--- src/inc/lsf_pkg.sv ---
// lsf_pkg: constants and carrier types for the laser start-up and fault shutdown block
// assumes a 40 MHz system clock; analog comparators deliver synchronous digital levels
package lsf_pkg;
  localparam int unsigned CLK_MHZ           = 40;
  localparam int unsigned INIT_US           = 50;
  localparam int unsigned INIT_CYC          = INIT_US * CLK_MHZ;
  localparam int unsigned GLITCH_US         = 10;
  localparam int unsigned GLITCH_CYC        = GLITCH_US * CLK_MHZ;
  localparam int unsigned TICK_US           = 500;
  localparam int unsigned TICK_CYC          = TICK_US * CLK_MHZ;
  localparam int unsigned CONV_MS           = 100;
  localparam int unsigned CONV_CYC          = CONV_MS * 1000 * CLK_MHZ;
  localparam int unsigned HOLD_MS           = 200;
  localparam int unsigned HOLD_CYC          = HOLD_MS * 1000 * CLK_MHZ;
  localparam int unsigned NUM_FAULTS        = 5;
  localparam int unsigned FLT_SUPPLY        = 0;
  localparam int unsigned FLT_DIODE         = 1;
  localparam int unsigned FLT_BIAS          = 2;
  localparam int unsigned FLT_POWER         = 3;
  localparam int unsigned FLT_SAT           = 4;
  localparam logic [7:0]  BLANK_RESET       = 8'h01;

  // configuration bits, gathered as plain ports
  typedef struct packed {
    logic       output_enable;
    logic       shutdown_polarity_sel;
    logic       bias_drive_polarity;
    logic       mod_dac_reference;
    logic       feedback_polarity_flip;
    logic       power_loop_off;
    logic       los_comparator_off;
    logic       ext_fault_input_sel;
    logic       ext_fault_polarity;
    logic       soft_transmit_disable;
    logic [4:0] fault_source_mask;
    logic [7:0] saturation_blank_time;
  } lsf_cfg_t;

  // raw comparator outputs
  typedef struct packed {
    logic       rx_below_assert;
    logic       rx_above_release;
    logic [4:0] fault_raw;
  } lsf_cmp_t;

  // one pin driven as output, output enable and level
  typedef struct packed {
    logic o;
    logic oe;
  } lsf_pin_t;
endpackage : lsf_pkg

--- src/hdl/lsf_deglitch.sv ---
// lsf_deglitch: passes a level only after it has held steady for a set number of cycles
// assumes input synchronous to clk_sys
`timescale 1ns/1ps
`default_nettype none
module lsf_deglitch #(
  parameter int unsigned CYCLES = 400
) (
  // clock and reset
  input  wire logic clk_sys,
  input  wire logic rstn,
  // level in and filtered out
  input  wire logic din,
  output var  logic dout
);
  localparam int unsigned CW = $clog2(CYCLES + 1);
  logic [CW-1:0] cnt;
  logic [CW-1:0] next_cnt;
  logic          next_dout;

  always_comb begin
    next_cnt  = '0;
    next_dout = dout;
    if (din != dout) begin
      if (cnt == CW'(CYCLES - 1)) begin
        next_dout = din;
      end else begin
        next_cnt = cnt + 1'b1;
      end
    end
  end

  always_ff @(posedge clk_sys or negedge rstn) begin
    if (!rstn) begin
      cnt  <= '0;
      dout <= 1'b0;
    end else begin
      cnt  <= next_cnt;
      dout <= next_dout;
    end
  end
endmodule : lsf_deglitch
`default_nettype wire

--- src/hdl/lsf_top.sv ---
// lsf_top: laser start-up sequencing, fault latching and shutdown drive of laser outputs
// assumes analog comparators give digital levels synchronous to clk_sys and
// that configuration bits come from nonvolatile storage held outside this block
// What this block does
// - wait about 50 us after power-on before conversions, access and flags start
// - first measurement results ready one conversion period after initialization
// - output enable cleared keeps loop off and all three outputs floating
// - safety switch in shutdown: float if disabled, else level by polarity select
// - bias and modulation shutdown levels follow their reference bits, not flip
// - laser held off until hold delay, then loaded and loop started if enabled
// - outputs float as long as output enable stays cleared
// - disable asserted at power-up keeps drives shut down, conversions still run
// - any unmasked fault of five shuts the laser down and raises fault out
// - each of the five comparator fault sources is individually maskable by a persistent mask; the external fault input is not
// - saturation ignored for programmed blank time, 0.5 ms steps, after turn-on
// - loop saturation is an out-of-window compensation level, treated as fault
// - comparator fault paths ignore glitches shorter than about 10 us; the external fault input is not filtered
// - loss asserted below assert level, released only above release level
// - loss comparator can be turned off so an external part drives the pin
// - current loss pin level is reported in the status register
// - default shared pin is the safety switch, active when laser should be off
// - safety switch is push-pull with programmable active polarity
// - shared pin as external fault input, polarity selectable, ORed into fault
// - toggling transmit disable clears latched faults
// - power loop off bit switches the automatic loop, off from factory
`timescale 1ns/1ps
`default_nettype none
module lsf_top
  import lsf_pkg::*;
#(
  parameter int unsigned INIT_CYCLES = lsf_pkg::INIT_CYC,
  parameter int unsigned CONV_CYCLES = lsf_pkg::CONV_CYC,
  parameter int unsigned HOLD_CYCLES = lsf_pkg::HOLD_CYC,
  parameter int unsigned TICK_CYCLES = lsf_pkg::TICK_CYC
) (
  // clock and reset
  input  wire  logic             clk_sys,
  input  wire  logic             rstn,
  // configuration and comparators
  input  wire  lsf_pkg::lsf_cfg_t cfg,
  input  wire  lsf_pkg::lsf_cmp_t cmp,
  // host module pins
  input  wire  logic             transmit_disable_in,
  output var   logic             transmit_fault_out,
  input  wire  logic             receive_signal_loss_i,
  output var   logic             receive_signal_loss_o,
  output var   logic             receive_signal_loss_oe,
  // shared pin: safety switch or external fault input
  input  wire  logic             laser_safety_switch_i,
  output var   lsf_pkg::lsf_pin_t laser_safety_switch,
  // laser drive
  output var   lsf_pkg::lsf_pin_t bias_drive_out,
  output var   lsf_pkg::lsf_pin_t mod_drive_out,
  output var   logic             laser_on,
  output var   logic             power_loop_run,
  output var   logic             dac_load,
  // status
  output var   logic             ready,
  output var   logic             power_on_flag,
  output var   logic             data_ready,
  output var   logic             conv_run,
  output var   logic [7:0]       control_status_reg
);
  import lsf_pkg::*;

  typedef enum logic [3:0] {
    LSF_INIT = 4'b0001,
    LSF_HOLD = 4'b0010,
    LSF_OFF  = 4'b0100,
    LSF_ON   = 4'b1000
  } lsf_state_t;

  localparam int unsigned SW = $clog2(HOLD_CYCLES + CONV_CYCLES + INIT_CYCLES + 1);
  localparam int unsigned TW = $clog2(TICK_CYCLES + 1);

  // returns the level a drive shows in shutdown: float unless enabled
  function automatic lsf_pin_t shut_level(input logic en, input logic lvl);
    lsf_pin_t p;
    p.oe = en;
    p.o  = en & lvl;
    return p;
  endfunction : shut_level

  // filtered fault comparators
  logic [NUM_FAULTS-1:0] fault_f;
  genvar g;
  generate
    for (g = 0; g < NUM_FAULTS; g++) begin : g_flt
      lsf_deglitch #(.CYCLES(GLITCH_CYC)) u_dg (
        .clk_sys (clk_sys),
        .rstn    (rstn),
        .din     (cmp.fault_raw[g]),
        .dout    (fault_f[g])
      );
    end
  endgenerate

  lsf_state_t        state;
  lsf_state_t        next_state;
  logic [SW-1:0]     tmr;
  logic [SW-1:0]     next_tmr;
  logic [TW-1:0]     tick_cnt;
  logic [TW-1:0]     next_tick_cnt;
  logic [7:0]        blank_cnt;
  logic [7:0]        next_blank_cnt;
  logic              fault_latch;
  logic              next_fault_latch;
  logic              txd_q;
  logic              los;
  logic              next_los;
  logic              next_ready;
  logic              next_data_ready;
  logic              laser_req_on;
  logic              ext_fault;
  logic [NUM_FAULTS-1:0] fault_act;
  logic              sw_active;
  logic              blanking;
  logic              unmasked_hit;
  logic              other_hit;

  localparam logic [NUM_FAULTS-1:0] SAT_ONLY = NUM_FAULTS'(1) << FLT_SAT;

  // the pin reads back our own drive until its enable has dropped, so gate on that
  assign ext_fault = cfg.ext_fault_input_sel &
                     ~laser_safety_switch.oe &
                     (laser_safety_switch_i ^ ~cfg.ext_fault_polarity);
  always_comb begin
    fault_act = fault_f & ~cfg.fault_source_mask;
    if (blank_cnt != 8'h00) begin
      fault_act[FLT_SAT] = 1'b0;
    end
    if (state != LSF_ON) begin
      fault_act[FLT_SAT] = 1'b0;
    end
  end

  assign laser_req_on = !transmit_disable_in && !cfg.soft_transmit_disable;

  // start-up sequence
  always_comb begin
    next_state      = state;
    next_tmr        = tmr + 1'b1;
    next_ready      = ready;
    next_data_ready = data_ready;
    case (state)
      LSF_INIT: begin
        if (tmr == SW'(INIT_CYCLES - 1)) begin
          next_ready = 1'b1;
          next_tmr   = '0;
          next_state = LSF_HOLD;
        end
      end
      LSF_HOLD: begin
        if (tmr == SW'(CONV_CYCLES - 1)) begin
          next_data_ready = 1'b1;
        end
        if (tmr >= SW'(HOLD_CYCLES - 1)) begin
          next_tmr        = tmr;
          next_data_ready = 1'b1;
          next_state      = LSF_OFF;
        end
      end
      LSF_OFF: begin
        next_tmr = tmr;
        if (laser_req_on && !fault_latch) begin
          next_state = LSF_ON;
        end
      end
      LSF_ON: begin
        next_tmr = tmr;
        if (!laser_req_on || fault_latch || (|fault_act) || ext_fault) begin
          next_state = LSF_OFF;
        end
      end
      default: begin
        next_state = LSF_INIT;
        next_tmr   = '0;
      end
    endcase
  end

  always_ff @(posedge clk_sys or negedge rstn) begin
    if (!rstn) begin
      state      <= LSF_INIT;
      tmr        <= '0;
      ready      <= 1'b0;
      data_ready <= 1'b0;
    end else begin
      state      <= next_state;
      tmr        <= next_tmr;
      ready      <= next_ready;
      data_ready <= next_data_ready;
    end
  end

  // saturation blanking, fixed 0.5 ms tick restarted at each turn-on
  always_comb begin
    next_tick_cnt  = tick_cnt;
    next_blank_cnt = blank_cnt;
    if (state != LSF_ON) begin
      next_tick_cnt  = '0;
      next_blank_cnt = cfg.saturation_blank_time;
    end else if (blank_cnt != 8'h00) begin
      if (tick_cnt == TW'(TICK_CYCLES - 1)) begin
        next_tick_cnt  = '0;
        next_blank_cnt = blank_cnt - 8'h01;
      end else begin
        next_tick_cnt = tick_cnt + 1'b1;
      end
    end
  end

  always_ff @(posedge clk_sys or negedge rstn) begin
    if (!rstn) begin
      tick_cnt  <= '0;
      blank_cnt <= BLANK_RESET;
    end else begin
      tick_cnt  <= next_tick_cnt;
      blank_cnt <= next_blank_cnt;
    end
  end

  // fault latch: a new fault in the toggle cycle still wins
  always_comb begin
    next_fault_latch = fault_latch;
    if (transmit_disable_in != txd_q) begin
      next_fault_latch = 1'b0;
    end
    if (ready && ((|fault_act) || ext_fault)) begin
      next_fault_latch = 1'b1;
    end
  end

  // loss of signal with hysteresis, still tracked while the comparator output is off
  always_comb begin
    next_los = los;
    if (cmp.rx_below_assert) begin
      next_los = 1'b1;
    end else if (cmp.rx_above_release) begin
      next_los = 1'b0;
    end
  end

  always_ff @(posedge clk_sys or negedge rstn) begin
    if (!rstn) begin
      fault_latch <= 1'b0;
      txd_q       <= 1'b0;
      los         <= 1'b0;
    end else begin
      fault_latch <= next_fault_latch;
      txd_q       <= transmit_disable_in;
      los         <= next_los;
    end
  end

  // shutdown drive: active whenever the laser should be off
  assign sw_active = (state != LSF_ON) || next_state != LSF_ON;

  always_ff @(posedge clk_sys or negedge rstn) begin
    if (!rstn) begin
      laser_safety_switch    <= '0;
      bias_drive_out         <= '0;
      mod_drive_out          <= '0;
      laser_on               <= 1'b0;
      power_loop_run         <= 1'b0;
      dac_load               <= 1'b0;
      transmit_fault_out     <= 1'b0;
      receive_signal_loss_o  <= 1'b0;
      receive_signal_loss_oe <= 1'b0;
      power_on_flag          <= 1'b0;
      conv_run               <= 1'b0;
      control_status_reg     <= 8'h00;
    end else begin
      if (cfg.ext_fault_input_sel) begin
        laser_safety_switch <= '0;
      end else if (sw_active) begin
        // push-pull; floats only with outputs disabled
        laser_safety_switch <= shut_level(cfg.output_enable,
                                          cfg.shutdown_polarity_sel);
      end else begin
        laser_safety_switch <= shut_level(cfg.output_enable,
                                          ~cfg.shutdown_polarity_sel);
      end
      if (sw_active) begin
        bias_drive_out <= shut_level(cfg.output_enable, cfg.bias_drive_polarity);
        mod_drive_out  <= shut_level(cfg.output_enable, cfg.mod_dac_reference);
      end else begin
        // analog level set by the dacs; enable gates a level opposite to the shutdown bit
        bias_drive_out <= shut_level(cfg.output_enable, ~cfg.bias_drive_polarity);
        mod_drive_out  <= shut_level(cfg.output_enable, ~cfg.mod_dac_reference);
      end
      laser_on       <= !sw_active && cfg.output_enable;
      power_loop_run <= !sw_active && cfg.output_enable && !cfg.power_loop_off;
      dac_load       <= (state == LSF_OFF) && (next_state == LSF_ON);
      transmit_fault_out <= next_fault_latch;
      receive_signal_loss_o  <= los;
      receive_signal_loss_oe <= !cfg.los_comparator_off;
      power_on_flag  <= next_ready;
      conv_run       <= next_ready;
      control_status_reg <= {3'b000, cfg.soft_transmit_disable, transmit_disable_in,
                             next_fault_latch, receive_signal_loss_i, next_data_ready};
    end
  end

  // assertion helpers: fault sources as seen ahead of the latch logic
  assign blanking     = (blank_cnt != 8'h00);
  assign unmasked_hit = ext_fault || (|(fault_f & ~cfg.fault_source_mask));
  assign other_hit    = ext_fault ||
                        (|(fault_f & ~cfg.fault_source_mask & ~SAT_ONLY));
endmodule : lsf_top
`default_nettype wire

--- config.mk ---
export PLATFORM = sky130hd
export DESIGN_NAME = lsf_top
export DESIGN_NICKNAME = d
export VERILOG_FILES = /design/src/inc/lsf_pkg.sv /design/src/hdl/lsf_deglitch.sv /design/src/hdl/lsf_top.sv
export SDC_FILE = /design/constraint.sdc
export NUM_CORES = 1
export LEC_CHECK = 0
export ABC_AREA = 1
export BUFFER_PORTS_ARGS = -buffer_cell sky130_fd_sc_hd__buf_2
export CAP_MARGIN = 40
export CORE_UTILIZATION = 29
export DETAILED_ROUTE_END_ITERATION = 12
export GPL_TIMING_DRIVEN = 0
export PLACE_DENSITY = 0.42
export SETUP_SLACK_MARGIN = 0.2
export SLEW_MARGIN = 20
export SYNTH_ARGS = -nofsm -noshare
export SYNTH_HDL_FRONTEND = slang
export SYNTH_SLANG_ARGS = --single-unit
export TNS_END_PERCENT = 20
--- constraint.sdc ---
create_clock -name clk_sys -period 3.6 [get_ports clk_sys]
set_input_delay 0.18 -clock clk_sys [delete_from_list [all_inputs] [get_ports clk_sys]]
set_output_delay 0.18 -clock clk_sys [all_outputs]
set_load 0.005 [all_outputs]
==> out/qor.txt <==
Slowest cell delay on critical path -> 0.47 ns
Post-Layout Cell Count -> 1213
Rel. slew slack -> 61.99%
Peak supply drop -> 0.0002518 V
Worst setup EP type -> flop
Worst-Skew Late Latency -> 0.42 ns
TNS Setup -> 0 ns
Routed vias -> 5517
Top-area cell type share of the netlist area -> 44.42%
Final Max Tran Viols -> 0
Synthesized flop and latch total -> 118
Filler cells -> 2282
Final Wtd Congestion -> 0.8038
Hold Path Cell Cnt -> 3
GR Overflow Total -> 0
Hold path startpoint -> cmp[4]
Core area -> 0.02196 mm^2
Clock Tree Root -> clkbuf_16
Initial Util -> 29.76%
Max reg flops -> 45
Fin crit period -> 2.186 ns
R2R cell count -> 8
Vias in the first global route -> 5502
Reg-to-Reg Start -> tmr[0]
Unrepaired setup endpoints after global routing -> false
Io pins -> 59
Most frequent CP cell -> nand2_1
Design Area, Final -> 0.007940 mm^2
Most flops, register -> g_flt.u_dg.cnt
ANT cells -> 0
Wire length per cell -> 13.31 um
Site row count -> 54
Main flop type after synthesis -> dfrtp_1
Post-CTS Setup Inserts -> 0
Crit path kind -> flop to flop
Largest net degree at the start of global routing -> 86
GR peak layer -> met2
Fraction of registers with async set/reset -> 100.0%
Final worst-path cycle share -> 60.71%
HPWL after DPL -> 11700 um
Drt total wl -> 16150 um
Failing checks -> DRC
Clk sinks -> 118
GRT Total Usage -> 15.01%
Vias per cell -> 4.548
Grt met3 use -> 3.023%
Slack of the critical path -> 1.414 ns
Layout Skew -> 0.01088 ns
Register area share after synthesis -> 45.22%
Cell taking the most area after synthesis -> dfrtp_1
Grt met1 use -> 19.85%
Buf+Inv Stages, Crit Path -> 0
Initial antenna violation count -> 0
Mapped cell area -> 0.006535 mm^2
Cell family with most CP delay -> simple AND/OR/NAND/NOR gates
Arr. time, crit path -> 2.49 ns
Type of origin of the critical path -> flop
Syn. warnings -> 0
H-tree Lvls -> 4
Dpl ws -> 1.360 ns
# nets final -> 964
Hold Path Class -> input pin to flop
Full die area -> 0.02314 mm^2
# setup viols final -> 0
EDFF count, synth -> 0
Slowest-stage cell, CP -> dfrtp_1
Number of distinct library cells after synthesis -> 48
CTS Buf Count -> 17
Max Buffers Root-to-Sink -> 2
Die Y -> 152.1 um
Largest cells by area after synthesis -> dfrtp_1 44%, nand2_1 11%, nor2_1 6.0%
GR met2 Demand/Resource -> 24.20%
FMAX -> 0.4575 GHz
Placed Instances -> 1168
Worst R2R End -> tmr[4]
Max-Cap Viols -> 0
Syn Area/Cell -> 7.864 um^2
Drt first pass iters -> 8
R2R Setup Slk -> 1.41 ns
Die X-Extent -> 152.1 um
Footprint of the multi-input gates -> 0.003049 mm^2
Share of cells above drive strength 1 -> 15.54%
Status -> finished, violations left
Top cells by count, synth -> 196 x nand2_1, 116 x dfrtp_1, 105 x nor2_1, 88 x inv_1, 42 x nand3_1
WP data required -> 3.91 ns
CTS tree -> done
Starting DRT DRC Count -> 254
Worst Hold End -> g_flt[4].u_dg.dout
Post-cts repair resize count -> 0
Area Growth Syn to Fin -> 21.50%
Synthesized netlist cell count -> 831
Placed cell areas -> 0.007201 mm^2
Static Leakage -> 3.811 nW
Worst-Margin Slew -> 0.5683 ns
Worst-path fanout max -> 8
Top-count cell post-synth -> nand2_1
Crit-path cells -> ha_1 -> nand3_2 -> nor3_1 -> nand3_1 -> nand3b_1 -> o21ai_0 -> nand2_1 -> nand2_1
Fin. Hold Viols -> 0
PortBufs -> 54
Fin Hold WS -> 0.03962 ns
FF/Latch Area -> 0.002955 mm^2
First-pass GRT wire length -> 27620 um
Worst-path clk slew -> 0.06 ns
# DRC -> 8
Post-route ant nets -> 0
Biggest regs -> g_flt.u_dg.cnt x45, tmr x24, tick_cnt x15
PwrDens -> 445.8 mW/mm^2
cell families (layout without fill, tap and decap cells):
kind of cell | after synthesis | after routing | synth area share (%)
DFF | 118 | 118 | 45.22
xor gates and xnor gates | 33 | 33 | 4.423
AOI/OAI and AO/OA | 106 | 106 | 9.037
adders and majority gates | 9 | 9 | 1.723
muxes | 2 | 2 | 0.3446
buffers and inverters | 117 | 217 | 8.233
and+or+nand+nor | 445 | 445 | 30.96
other | 1 | 3 | 0.05738
cells in the final DEF (no fill, tap or decap), types with 4 or more instances in the layout:
cell type        n
nand2_1        196
dfrtp_1        116
nor2_1         105
inv_1           88
buf_2           57
nand3_1         42
o21ai_0         37
nor3_1          34
a21oi_1         33
xor2_1          23
nand4_1         19
clkbuf_16       17
dlygate4sd3_1   13
o21ai_1         12
buf_4           12
xnor2_1         10
nor4_1           9
ha_1             9
nor3b_1          7
buf_6            6
a31oi_1          6
nand3_2          5
nand3b_1         5
o211ai_1         5
inv_2            4
nand2_2          4
nor2_2           4
a31o_2           4
report_power, final:
| group | leakage (nW) | switching, mW | total (mW) | internal [mW] |
|---|---|---|---|---|
| Clock | 0.290 | 0.651 | 1.78 | 1.13 |
| Sequential | 1.58 | 0.0548 | 1.44 | 1.39 |
| Combinational | 1.94 | 0.195 | 0.319 | 0.124 |
worst max path at each step:
stage               startpoint      end  slack [ns]  depth (start not counted)
finish                  tmr[0]   tmr[4]        1.41                          8
global route            tmr[0]   tmr[1]        1.11                          8
CTS                     tmr[0]   tmr[4]        1.35                          8
detailed placement      tmr[0]   tmr[4]        1.36                          8
global placement          rstn  tmr[22]        0.61                          1
floorplan               tmr[0]  tmr[21]        1.89                         12
repair_timing:
item	in CTS	in global routing
setup endpoints to repair	0	0
hold endpoints to repair	45	0
hold buffers	13	0
stage by stage:
step | power, mW | util [%]
2_1_floorplan | 1.650 | -
3_3_place_gp | 1.775 | 32.62
3_5_place_dp | 1.783 | 32.79
4_1_cts | 3.608 | 36.16
5_1_grt | 3.709 | 36.16
6_report | 3.540 | 36.16
final cells by class:
| class | count | share of cell area [%] |
|---|---|---|
| inverters | 94 | 4.475 |
| clock buffers | 21 | 5.799 |
| clock inverters | 11 | 1.875 |
| multi-input cells | 598 | 38.40 |
| well taps | 280 | 4.412 |
| plain buffers | 23 | 2.301 |
| flip-flops and latches | 118 | 37.22 |
| repair buffers | 68 | 5.515 |
metal layers:
layer / share of wire, % / wire (um)
met1: 49 / 7991
met4: 1.1 / 183
met5: 0 / 0
met2: 47 / 7525
met3: 2.8 / 449
worst min-delay path: cells and delay by family:
family                 cells  cell delay, ns
AO/OA/AOI/OAI              1            0.10
buffers and inverters      1            0.10
AND/OR/NAND/NOR            1            0.04
Power figures use the tool's default switching activity.
